## config.mk

```make
export PLATFORM = sky130hd
export DESIGN_NAME = rms_mode_seq
export DESIGN_NICKNAME = d
export VERILOG_FILES = /design/src/core/rms_pkg.sv /design/src/core/rms_mode_seq.sv
export VERILOG_INCLUDE_DIRS = /design/src /design/src/core
export SDC_FILE = /design/constraint.sdc
export NUM_CORES = 1
export LEC_CHECK = 0
export BUFFER_PORTS_ARGS = -buffer_cell sky130_fd_sc_hd__buf_2
export CAP_MARGIN = 20
export CELL_PAD_IN_SITES_DETAIL_PLACEMENT = 0
export CELL_PAD_IN_SITES_GLOBAL_PLACEMENT = 1
export CORE_AREA = 2 2 155 157
export CTS_CLUSTER_SIZE = 10
export DETAILED_ROUTE_END_ITERATION = 7
export DIE_AREA = 0 0 157 159
export GPL_TIMING_DRIVEN = 0
export MAX_ROUTING_LAYER = met4
export PLACE_DENSITY_LB_ADDON = 0.1
export SYNTH_ARGS = -nofsm -noshare
export SYNTH_HDL_FRONTEND = slang
export SYNTH_SLANG_ARGS = --single-unit
```

## constraint.sdc

```tcl
create_clock -name clk_i -period 5 [get_ports clk_i]
set_input_delay 0.5 -clock clk_i [delete_from_list [all_inputs] [get_ports clk_i]]
set_output_delay 0.5 -clock clk_i [all_outputs]
set_load 0.01 [all_outputs]
```

## src/core/rms_cfg.svh

```systemverilog
// Constants: register offsets, fields, reset values, clock and output rates and timeout for the mode sequencer
`ifndef RMS_CFG_SVH
`define RMS_CFG_SVH
// ****************************************
// Register offsets (byte addresses)
// ****************************************
`define RMS_OFF_CTRL    8'h00
`define RMS_OFF_SVCFG   8'h04
`define RMS_OFF_STAT    8'h08
`define RMS_OFF_MSGTYPE 8'h0C
`define RMS_OFF_FILTER  8'h10
`define RMS_OFF_BASEOUT 8'h14
// ****************************************
// Control register fields
// ****************************************
`define RMS_CTRL_ROLE      0
`define RMS_CTRL_FLOATONLY 1
`define RMS_CTRL_CMDGO     2
`define RMS_CTRL_MODE_LO   3
`define RMS_CTRL_MODE_HI   4
`define RMS_CTRL_COORD     5
`define RMS_CTRL_GNSS_LO   6
`define RMS_CTRL_GNSS_HI   7
`define RMS_CTRL_RESET     8'hC0
// ****************************************
// Mode and constellation codes
// ****************************************
`define RMS_BMODE_NONE   2'h0
`define RMS_BMODE_SURVEY 2'h1
`define RMS_BMODE_FIXED  2'h2
`define RMS_GNSS_GPS     2'h0
`define RMS_GNSS_GPS_BDS 2'h1
`define RMS_GNSS_GPS_GLO 2'h3
// ****************************************
// Timing
// ****************************************
`define RMS_CLK_HZ       20000000
`define RMS_OUT_RATE_HZ  1
`define RMS_BLINK_HZ     2
`define RMS_CORR_TMO_MS  2000
`define RMS_SVTIME_RESET 16'h003C
`define RMS_SVACC_RESET  16'h0100
`define RMS_MINSIG_RESET 4'h4
`endif

```

## src/core/rms_pkg.sv

```systemverilog
// Package: types shared by the mode sequencer
package rms_pkg;
	// Rover solution states
	typedef enum logic [1:0] {
		RMS_ROV_STD,
		RMS_ROV_FLOAT,
		RMS_ROV_FIXED
	} rms_rov_t;
	// Base operating states
	typedef enum logic [1:0] {
		RMS_BASE_STD,
		RMS_BASE_SURVEY,
		RMS_BASE_FIXED
	} rms_base_t;
	// Receiver status inputs from the tracking engine
	typedef struct packed {
		logic       corr_valid;  // Pulse: one valid correction frame
		logic [11:0] msg_type;   // Type of that frame
		logic       amb_resolved; // Ambiguities resolved
		logic [3:0] locked_sigs; // Signals in carrier lock
		logic       bit_sync;    // Data bit sync reached
		logic       tow_valid;   // Time of week known
		logic       frame_sync;  // Frame sync reached
		logic       pos_valid;   // Position estimate pulse
		logic [15:0] pos_acc;    // Estimate accuracy
	} rms_rx_t;
endpackage : rms_pkg

```

## src/core/rms_mode_seq.sv

```systemverilog
// Design: rover and base mode sequencer with Wishbone register slave
//
// Local design decisions: register access over Wishbone and the placing of the registers.
`timescale 1ns/1ps
`default_nettype none
`include "rms_cfg.svh"
module rms_mode_seq
	import rms_pkg::*;
#(
	parameter int CLK_HZ    = `RMS_CLK_HZ,
	parameter int CORR_TMO_MS = `RMS_CORR_TMO_MS
) (
	input  wire logic        clk_i,         // System clock
	input  wire logic        rst_i,         // Synchronous reset
	input  wire logic        wb_cyc_i,      // Wishbone cycle
	input  wire logic        wb_stb_i,      // Wishbone strobe
	input  wire logic        wb_we_i,       // Write enable
	input  wire logic [7:0]  wb_adr_i,      // Byte address
	input  wire logic [3:0]  wb_sel_i,      // Byte lanes
	input  wire logic [31:0] wb_dat_i,      // Write data
	output logic      [31:0] wb_dat_o,      // Read data
	output logic             wb_ack_o,      // Acknowledge
	input  wire rms_rx_t     rx_i,          // Tracking engine status
	output logic             corr_status_n_o, // Correction status pin, active low
	output logic             raw_meas_en_o,   // Raw measurement output allowed
	output logic             nav_payload_en_o, // Payload output allowed
	output logic             ned_rel_o,       // Report as NED relative vector
	output logic             coord_ecef_o,    // Coordinate format is ECEF
	output logic [1:0]       gnss_sel_o,      // Constellation selection
	output logic             base_msg_stb_o,  // Base emits one message
	output logic [11:0]      base_msg_type_o  // Type of emitted message
);
	// ****************************************
	// Derived timing counts
	// ****************************************
	localparam int SEC_CYC   = CLK_HZ / `RMS_OUT_RATE_HZ;          // One output period
	localparam int BLINK_CYC = CLK_HZ / (2 * `RMS_BLINK_HZ);       // Half blink period
	localparam int TMO_CYC   = (CLK_HZ / 1000) * CORR_TMO_MS;      // Stream timeout
	// One width serves all three dividers, so it must hold the longest count
	localparam int MAX_CYC   = (TMO_CYC > SEC_CYC) ? TMO_CYC : SEC_CYC; // Longest count
	localparam int CW        = $clog2(MAX_CYC + 1);                // Counter width

	// ****************************************
	// State
	// ****************************************
	typedef struct packed {
		logic [7:0]  ctrl;      // Control register
		logic [15:0] sv_time;   // Survey-in minimum seconds
		logic [15:0] sv_acc;    // Survey-in accuracy limit
		logic [3:0]  min_sig;   // Minimum locked signals for fix
		rms_rov_t    rov;       // Rover state
		rms_base_t   base;      // Base state
		logic [CW-1:0] tmo;     // Stream silence counter
		logic        stream;    // Stream present
		logic [CW-1:0] blink_cnt; // Blink divider
		logic        blink;     // Blink phase
		logic [CW-1:0] sec_cnt; // Second divider
		logic [15:0] sv_secs;   // Survey elapsed seconds
		logic        sv_acc_ok; // Accuracy met
		logic [1:0]  out_idx;   // Next base message slot
		logic        out_busy;  // Emitting a burst
		logic        msg_stb;   // Message strobe
		logic [11:0] msg_type;  // Message type
		logic [11:0] last_type; // Last decoded type
		logic [15:0] rej_cnt;   // Rejected frames
		logic        ack;       // Bus acknowledge
		logic [31:0] rdat;      // Read data
	} rms_st_t;

	rms_st_t st_ff;   // Registered state
	rms_st_t nxt_st;  // Next state

	// ****************************************
	// Message type decode
	// ****************************************
	// Rover accepts only the listed types
	function automatic logic rover_accepts(input logic [11:0] t);
		unique case (t)
			12'h3E9, 12'h3EA, 12'h3EB, 12'h3EC, 12'h3ED, 12'h3EE, 12'h3EF,
			12'h3F1, 12'h3F2, 12'h3F3, 12'h3F4,
			12'h433, 12'h435, 12'h43D, 12'h43F, 12'h465, 12'h467: return 1'b1;
			default: return 1'b0;
		endcase
	endfunction : rover_accepts

	// Base output slot to message type
	function automatic logic [11:0] base_type(input logic [1:0] i);
		unique case (i)
			2'h0: return 12'h3ED; // Station coordinates
			2'h1: return 12'h435; // GPS observations
			2'h2: return 12'h43F; // GLONASS observations
			2'h3: return 12'h467; // BeiDou observations
		endcase
	endfunction : base_type

	logic is_base;    // Device acts as base
	logic wb_req;     // Bus request active
	logic wr_ctrl;    // Write to control
	logic accepted;   // Valid accepted frame
	logic fix_ok;     // Conditions to fix
	assign is_base  = st_ff.ctrl[`RMS_CTRL_ROLE];
	assign wb_req   = wb_cyc_i && wb_stb_i && !st_ff.ack;
	assign wr_ctrl  = wb_req && wb_we_i && wb_adr_i == `RMS_OFF_CTRL && wb_sel_i[0];
	assign accepted = rx_i.corr_valid && rover_accepts(rx_i.msg_type);
	assign fix_ok   = rx_i.amb_resolved && rx_i.locked_sigs >= st_ff.min_sig
		&& !st_ff.ctrl[`RMS_CTRL_FLOATONLY];

	// ****************************************
	// Next-state logic
	// ****************************************
	// All next-state decisions in one process
	always_comb begin
		nxt_st = st_ff;
		nxt_st.msg_stb = 1'b0;
		nxt_st.ack = 1'b0;
		// Go command stands for one cycle, then clears itself
		nxt_st.ctrl[`RMS_CTRL_CMDGO] = 1'b0;
		// Register writes
		if (wb_req && wb_we_i) begin
			unique case (wb_adr_i)
				`RMS_OFF_CTRL: begin
					if (wb_sel_i[0]) begin
						nxt_st.ctrl = wb_dat_i[7:0]; // Go bit taken, cleared a cycle later
					end
				end
				`RMS_OFF_SVCFG: begin
					if (wb_sel_i[1:0] == 2'h3) begin
						nxt_st.sv_time = wb_dat_i[15:0];
					end
					if (wb_sel_i[3:2] == 2'h3) begin
						nxt_st.sv_acc = wb_dat_i[31:16];
					end
				end
				`RMS_OFF_FILTER: begin
					if (wb_sel_i[0]) begin
						nxt_st.min_sig = wb_dat_i[3:0];
					end
				end
				default: begin
				end
			endcase
		end
		// Register reads, unmapped reads as zero
		if (wb_req) begin
			nxt_st.ack = 1'b1;
			unique case (wb_adr_i)
				`RMS_OFF_CTRL:    nxt_st.rdat = {24'h000000, st_ff.ctrl};
				`RMS_OFF_SVCFG:   nxt_st.rdat = {st_ff.sv_acc, st_ff.sv_time};
				`RMS_OFF_STAT:    nxt_st.rdat = {16'h0000, st_ff.sv_secs[11:0], st_ff.stream,
					1'b0, st_ff.rov}; // Exactly 32 bits wide
				`RMS_OFF_MSGTYPE: nxt_st.rdat = {4'h0, st_ff.last_type, st_ff.rej_cnt};
				`RMS_OFF_FILTER:  nxt_st.rdat = {28'h0000000, st_ff.min_sig};
				`RMS_OFF_BASEOUT: nxt_st.rdat = {20'h00000, st_ff.msg_type};
				default:          nxt_st.rdat = 32'h00000000;
			endcase
		end
		// Stream presence: valid accepted frames rearm the timeout in rover role only
		if (accepted && !is_base) begin
			nxt_st.tmo = CW'(TMO_CYC);
			nxt_st.stream = 1'b1;
			nxt_st.last_type = rx_i.msg_type;
		end else if (st_ff.tmo != '0) begin
			nxt_st.tmo = st_ff.tmo - CW'(1);
		end else begin
			nxt_st.stream = 1'b0;
		end
		if (rx_i.corr_valid && !rover_accepts(rx_i.msg_type)) begin
			nxt_st.rej_cnt = st_ff.rej_cnt + 16'h0001; // Ignored frame counted
		end
		// Blink divider
		if (st_ff.blink_cnt == '0) begin
			nxt_st.blink_cnt = CW'(BLINK_CYC - 1);
			nxt_st.blink = !st_ff.blink;
		end else begin
			nxt_st.blink_cnt = st_ff.blink_cnt - CW'(1);
		end
		// Rover state machine
		unique case (st_ff.rov)
			RMS_ROV_STD: begin
				if (st_ff.stream && !is_base) begin
					nxt_st.rov = RMS_ROV_FLOAT;
				end
			end
			RMS_ROV_FLOAT: begin
				if (!st_ff.stream || is_base) begin
					nxt_st.rov = RMS_ROV_STD;
				end else if (fix_ok) begin
					nxt_st.rov = RMS_ROV_FIXED;
				end
			end
			RMS_ROV_FIXED: begin
				if (!st_ff.stream || is_base) begin
					nxt_st.rov = RMS_ROV_STD;
				end else if (rx_i.locked_sigs < st_ff.min_sig || st_ff.ctrl[`RMS_CTRL_FLOATONLY]) begin
					nxt_st.rov = RMS_ROV_FLOAT;
				end
			end
		endcase
		// Second tick
		if (st_ff.sec_cnt == '0) begin
			nxt_st.sec_cnt = CW'(SEC_CYC - 1);
		end else begin
			nxt_st.sec_cnt = st_ff.sec_cnt - CW'(1);
		end
		// Base state machine
		unique case (st_ff.base)
			RMS_BASE_STD: begin
				if (is_base && st_ff.ctrl[`RMS_CTRL_CMDGO]) begin
					nxt_st.sv_secs = 16'h0000;
					nxt_st.sv_acc_ok = 1'b0;
					if (st_ff.ctrl[`RMS_CTRL_MODE_HI:`RMS_CTRL_MODE_LO] == `RMS_BMODE_FIXED) begin
						nxt_st.base = RMS_BASE_FIXED;
					end else if (st_ff.ctrl[`RMS_CTRL_MODE_HI:`RMS_CTRL_MODE_LO] == `RMS_BMODE_SURVEY) begin
						nxt_st.base = RMS_BASE_SURVEY;
					end
				end
			end
			RMS_BASE_SURVEY: begin
				if (rx_i.pos_valid) begin
					nxt_st.sv_acc_ok = rx_i.pos_acc <= st_ff.sv_acc;
				end
				if (st_ff.sec_cnt == '0 && st_ff.sv_secs != 16'hFFFF) begin
					nxt_st.sv_secs = st_ff.sv_secs + 16'h0001;
				end
				if (st_ff.sv_acc_ok && st_ff.sv_secs >= st_ff.sv_time) begin
					nxt_st.base = RMS_BASE_FIXED;
				end
				if (!is_base) begin
					nxt_st.base = RMS_BASE_STD;
				end
			end
			RMS_BASE_FIXED: begin
				if (!is_base) begin
					nxt_st.base = RMS_BASE_STD;
				end
			end
		endcase
		// Base output burst once per second, only when fixed
		if (st_ff.base == RMS_BASE_FIXED && st_ff.sec_cnt == '0) begin
			nxt_st.out_busy = 1'b1;
			nxt_st.out_idx = 2'h0;
		end else if (st_ff.out_busy) begin
			nxt_st.msg_stb = 1'b1;
			nxt_st.msg_type = base_type(st_ff.out_idx);
			nxt_st.out_idx = st_ff.out_idx + 2'h1;
			if (st_ff.out_idx == 2'h3) begin
				nxt_st.out_busy = 1'b0;
			end
		end
		if (st_ff.base != RMS_BASE_FIXED) begin
			nxt_st.out_busy = 1'b0;
			nxt_st.msg_stb = 1'b0;  // A cut burst stops at once
		end
	end

	// ****************************************
	// State register
	// ****************************************
	// One register for all state, synchronous reset
	always_ff @(posedge clk_i) begin
		if (rst_i) begin
			st_ff <= '{ctrl: `RMS_CTRL_RESET, sv_time: `RMS_SVTIME_RESET, sv_acc: `RMS_SVACC_RESET,
				min_sig: `RMS_MINSIG_RESET, rov: RMS_ROV_STD, base: RMS_BASE_STD, default: '0};
		end else begin
			st_ff <= nxt_st;
		end
	end

	// ****************************************
	// Outputs
	// ****************************************
	// Status pin: low when fixed, blinking with a stream, else high
	always_comb begin
		if (st_ff.rov == RMS_ROV_FIXED) begin
			corr_status_n_o = 1'b0;
		end else if (st_ff.stream) begin
			corr_status_n_o = st_ff.blink;
		end else begin
			corr_status_n_o = 1'b1;
		end
	end
	// Plain gates and register views
	assign raw_meas_en_o    = rx_i.bit_sync && rx_i.tow_valid;
	assign nav_payload_en_o = rx_i.bit_sync && rx_i.frame_sync;
	assign ned_rel_o        = st_ff.rov != RMS_ROV_STD;
	assign coord_ecef_o     = st_ff.ctrl[`RMS_CTRL_COORD];
	assign gnss_sel_o       = st_ff.ctrl[`RMS_CTRL_GNSS_HI:`RMS_CTRL_GNSS_LO];
	assign base_msg_stb_o   = st_ff.msg_stb;
	assign base_msg_type_o  = st_ff.msg_type;
	assign wb_dat_o         = st_ff.rdat;
	assign wb_ack_o         = st_ff.ack;
endmodule : rms_mode_seq
`default_nettype wire

```

==> impl_metrics.ini, run 1 <==
[outcome]
outcome = finished, final reports clean

[logic_synthesis]
syn_area_per_cell_sq_um = 8.51
post_synth_num_cell_types = 68
async_flop_share = 0
synth_flop_cell = dfxtp_1
yosysWarnings = 0
yosysSeqAreaShare = 0.402
synth_fp_nets = 1403
ys_ff_latch = 217
synth_edf_count = 0
syn_inst = 1268
syn-cell-area_sq_um = 10800

[drt]
wire_per_inst_microns = 16.6
post-route-drc-count = 0
ant_nets = 0
drt-initial-drc-count = 534
routed_wl_mm = 29.4
vias_per_cell = 5.31
dr.pass1.iters = 5
dr_total_vias = 9370

[worst_setup_path]
cp.required_ps = 5390
max_stage_delay_ps = 690
reg2reg_slack_ps = 1890
startpoint_type = input port
path_buf_inv = 3
crit_chain = buf_2 -> or4_1 -> nor3_1 -> and2_1 -> buf_2 -> nand2_1 -> clkbuf_1 -> mux2i_1 -> nor2_1
cp.arrival_ps = 3590
r2r_start = st_ff[94]
worst_path_most_repeated_cell = buf_2
critPathLaunch = wb_adr_i[5]
cp_top_family = simple AND/OR/NAND/NOR gates
crit_type = in -> reg
worstPathMaxFanout = 10
crit_slowest_cell = nor3_1
end_kind = register

[clock_tree]
cts_hold_buffers = 0
postCtsSetupBuffers = 0
cts_resized = 0
max-clock-path-buffers = 3
root_buffer = clkbuf_16
path_clk_slew_ps = 60
htree_levels = 1
clock_latency_ps = 520
cts_sinks = 217
numCtsBuffers = 27
tritoncts = yes

[floorplan]
die-area_sq_um = 25000
dieWidth_microns = 157
std_cell_rows = 56
core_sq_um = 23200
die_height_microns = 159
floorplan.initialDensity = 0.466
ios = 140

[finish]
drive_above_1_share = 0.167
syn_to_final_growth_pct = 17.1
final_cell_mix = 217 x dfxtp_1, 166 x nor2_1, 140 x buf_2, 109 x nand2_1, 92 x a21oi_1
num-nets-final = 1569
layout_commonest_cell = dfxtp_1

[global_route]
grt_overflow = 0
grt_max_degree = 13
first_global_vias = 8746
top_usage_layer = met2
grtUsageMet3 = 0.0308
grt_use_met1 = 0.333
grt_pass1_wl_mm = 46.6
grtUsageMet2 = 0.370
antenna_found_initial = 2
grt_usage = 0.240

[timing]
worst_slew_pin_slew_ps = 965
setup_slack_ps = 1800
fmax_mhz = 312
period_share = 0.640
hold_violations = 0
setup_tns_ps = 0
grt_setup_unrepaired = no
setup_viol = 0
clock-skew-final_ps = 12.4
slew_headroom = 0.348
min_period_ps = 3200
drv_slew = 0

[placed_design]
hpwl_mm = 22.2
dpl_worst_slack_ps = 1330
finalWeightedCongestion = 0.832
port_buffers = 137

[power_and_ir_drop]
powerDensity_nw_per_um2 = 447
p_leak_nw = 5.24
irDropWorstVdd_mv = 0.377

[hold_path]
hold_class = in -> reg
hold_start = wb_dat_i[20]

[run]
drv_cap = 0
[power by group]
group	leakage, nW	internal (mW)	switching, mW	total, mW
combinational	3.12	0.722	0.956	1.68
sequential	1.76	2.00	0.244	2.25
clock	0.369	1.02	0.702	1.72
[registers in the layout (all words and copies together), names as in the netlist]
| signal | count |
|---|---|
| is_base | 1 |
| base_msg_stb_o | 1 |
| gnss_sel_o | 2 |
| coord_ecef_o | 1 |
| base_msg_type_o | 7 |
| wb_ack_o | 1 |
| wb_dat_o | 32 |
| st_ff | 172 |
[stage by stage]
| stage | utilization | hold slack (ps) | std cells | area (sq um) | total power, mW |
|---|---|---|---|---|---|
| global route | 0.545 | 212 | 1766 | 12600 | 6.04 |
| detailed placement | 0.512 | 447 | 1724 | 11900 | 3.96 |
| finish | 0.545 | 209 | 1766 | 12600 | 5.65 |
| global placement | 0.512 | 438 | 1724 | 11900 | 3.93 |
| floorplan | - | 408 | 1268 | 10800 | 3.59 |
| CTS | 0.545 | 193 | 1764 | 12600 | 5.70 |
[per-layer routing]
layer / wire length (microns) / share of wire
met1: 14000 / 0.48
met2: 13100 / 0.44
met3: 1610 / 0.055
met4: 725 / 0.025
met5: 0 / 0
[cell families (layout without fill, tap and decap cells)]
family          count (synthesis)  count (layout)  synth area share
flops                         217             217             0.402
compound gates                243             243             0.141
xor+xnor                       73              73            0.0592
fa+ha+maj                      48              48            0.0556
buf+inv                       164             341            0.0744
simple gates                  475             475             0.216
other cells                     1               3          0.000347
mux                            47              47            0.0513
[cell usage after synthesis, types with 6 or more instances]
cell type / number / area share
nor2b_1: 7 / 0.0041
a21o_1: 8 / 0.0056
and2_1: 7 / 0.0041
dfxtp_1: 217 / 0.40
o31ai_1: 8 / 0.0056
nand4_1: 21 / 0.012
o21ai_0: 43 / 0.020
nand2b_1: 11 / 0.0064
xor2_1: 37 / 0.030
a21oi_1: 92 / 0.043
a211o_1: 9 / 0.0073
buf_4: 47 / 0.033
or4_1: 21 / 0.015
a22o_1: 14 / 0.011
ha_1: 48 / 0.056
and4_1: 6 / 0.0049
xnor2_1: 36 / 0.029
inv_1: 63 / 0.022
nand2_1: 109 / 0.038
a211oi_1: 10 / 0.0070
nand3b_1: 6 / 0.0042
nor3_1: 26 / 0.012
mux4_2: 6 / 0.013
a22oi_1: 22 / 0.015
clkbuf_1: 45 / 0.016
nor4_1: 18 / 0.010
mux2_2: 7 / 0.0073
nand3_1: 27 / 0.013
nor2_1: 166 / 0.058
a31oi_1: 6 / 0.0035
or3_1: 20 / 0.012
mux2i_1: 34 / 0.032
and3_1: 8 / 0.0046
[cell type report]
class,count,area (sq um)
Sequential cell,217,4340
Clock inverter,1,8.76
Tap cell,319,399
Inverter,63,236
Multi-Input combinational cell,887,5650
Clock buffer,39,751
Antenna cell,2,5.00
Fill cell,2234,10500
Timing Repair Buffer,137,686
Buffer,101,567
[worst register-to-register path: cells and delay by family, from the launching register on]
kind                       cells  cell delay (ps)
and+or+nand+nor                3             1320
buffers and inverters          4              640
AOI/OAI and AO/OA              3              500
DFF                            1              330
adders and majority gates      1              170
[final timing paths]
check	end	cells after the start
setup / recovery	st_ff[185]	9
hold / removal	st_ff[186]	3
setup reg to reg	st_ff[87]	11
hold reg to reg	wb_dat_o[28]	2
Power figures use the tool's default switching activity.
==> run 2: changes to the inputs <==
--- a/config.mk
+++ b/config.mk
@@ -10,10 +10,10 @@
 export CAP_MARGIN = 20
 export CELL_PAD_IN_SITES_DETAIL_PLACEMENT = 0
 export CELL_PAD_IN_SITES_GLOBAL_PLACEMENT = 1
-export CORE_AREA = 2 2 155 157
+export CORE_AREA = 2 2 160 162
 export CTS_CLUSTER_SIZE = 10
 export DETAILED_ROUTE_END_ITERATION = 7
-export DIE_AREA = 0 0 157 159
+export DIE_AREA = 0 0 162 164
 export GPL_TIMING_DRIVEN = 0
 export MAX_ROUTING_LAYER = met4
 export PLACE_DENSITY_LB_ADDON = 0.1
==> constraint.sdc (replaced) <==
create_clock -name clk_i -period 3.2 [get_ports clk_i]
set_input_delay 0.32 -clock clk_i [delete_from_list [all_inputs] [get_ports clk_i]]
set_output_delay 0.32 -clock clk_i [all_outputs]
set_load 0.01 [all_outputs]
==> run 2 against run 1 <==
Compared with the run above: global-route usage decreased by 0.75 points; setup slack got worse by 1500 ps; clock power increased by 52%; wire length increased by 3.1%; first-iteration DRC count decreased by 7.9%; sequential power increased by 56%; critical path depth unchanged; sequential cell count unchanged; critical endpoint is now st_ff[183]; largest cell class unchanged.
==> impl_metrics.ini, run 2 (same netlist as run 1, synthesis figures left out) <==
[worst_setup_path]
path_buf_inv = 3
cp.arrival_ps = 3320
crit_slowest_cell = nor3_1
crit_type = in -> reg
end_kind = register
max_stage_delay_ps = 650
crit_chain = buf_2 -> or4_1 -> nor3_1 -> and2_1 -> buf_2 -> nand2_1 -> clkbuf_1 -> mux2i_1 -> nor2_1
cp.required_ps = 3580
worstPathMaxFanout = 10
startpoint_type = input port
cp_top_family = simple AND/OR/NAND/NOR gates
worst_path_most_repeated_cell = buf_2

[timing]
slew_headroom = 0.354
setup_viol = 0
fmax_mhz = 341
worst_slew_pin_slew_ps = 969
clock-skew-final_ps = 9.97
hold_violations = 0
period_share = 0.918
grt_setup_unrepaired = yes
setup_tns_ps = 0
drv_slew = 0
min_period_ps = 2940

[finish]
layout_commonest_cell = dfxtp_1
fin_util = 0.510
syn_to_final_growth_pct = 17.2
top_register = st_ff
drive_above_1_share = 0.169
final_cell_mix = 217 x dfxtp_1, 166 x nor2_1, 140 x buf_2, 109 x nand2_1, 92 x a21oi_1
finalNonFillerCells = 1776
largest_reg_flops = 172
num-nets-final = 1568

[clock_tree]
max-clock-path-buffers = 3
postCtsSetupBuffers = 0
cts_hold_buffers = 0
cts_sinks = 217
cts_resized = 0
path_clk_slew_ps = 60
clock_latency_ps = 530
root_buffer = clkbuf_16
numCtsBuffers = 26
tritoncts = yes
htree_levels = 1

[global_route]
grtUsageMet3 = 0.0391
first_global_vias = 8786
grt_use_met1 = 0.312
antenna_found_initial = 3
grt_pass1_wl_mm = 47.5
grt_max_degree = 14
grt_usage = 0.233
grt_overflow = 0
top_usage_layer = met2
grtUsageMet2 = 0.374

[drt]
dr.pass1.iters = 6
drt-initial-drc-count = 492
dr_total_vias = 9321
wire_per_inst_microns = 17.0
routed_wl_mm = 30.3
post-route-drc-count = 0
vias_per_cell = 5.25
ant_nets = 0

[floorplan]
std_cell_rows = 58
die_height_microns = 164
core_sq_um = 24800
floorplan.initialDensity = 0.435
die-area_sq_um = 26600
dieWidth_microns = 162
ios = 140

[placed_design]
port_buffers = 137
hpwl_mm = 22.8
dp.cells = 1735
finalWeightedCongestion = 0.854

[run]
drv_cap = 0

[power_and_ir_drop]
irDropWorstVdd_mv = 0.629
p_leak_nw = 5.23
powerDensity_nw_per_um2 = 694

[outcome]
outcome = finished, final reports clean

[hold_path]
hold_class = in -> reg
[run 2: final timing paths]
check	start	to	slack, ps	cells after the start
min	wb_dat_i[22]	st_ff[188]	30	3
min reg2reg	st_ff[51]	st_ff[51]	450	2
max reg2reg	st_ff[101]	st_ff[87]	320	9
max	wb_adr_i[5]	st_ff[183]	260	9
[run 2: stage by stage]
step                      cell area (sq um)  hold WS, ps  worst slack [ps]  total power [mW]
after floorplan                       10800          408               667              5.61
after global placement                11900          439              -222              6.15
after detailed placement              11900          446              -204              6.18
after CTS                             12600         12.0              67.0              8.84
after global routing                  12700         24.1             -8.65              9.37
final                                 12700         31.5               264              8.78
[run 2: per-layer routing]
metal  wire length (microns)  vias up
met5                       0        -
met4                     470        0
met3                    1580       31
met2                   13800      191
met1                   14400     4366
li1                        -     4733
[run 2: worst min-delay path: cells and delay by family]
family	cells	cell delay, ps
buffers and inverters	1	70
multiplexers	1	50
AND/OR/NAND/NOR	1	70
[run 2: area by class of cell]
cell class	instances	area, sq um
plain buffers	101	567
flip-flops and latches	217	4340
clock buffers	37	712
clock inverters	1	16.3
diodes	3	7.51
well taps	330	413
fillers	2526	12200
repair buffers	137	686
inverters	63	236
multi-input cells	887	5670
[run 2: report_power, final]
part           internal [mW]  switching [mW]
sequential              3.13           0.387
combinational           1.14            1.51
clock                   1.52            1.10
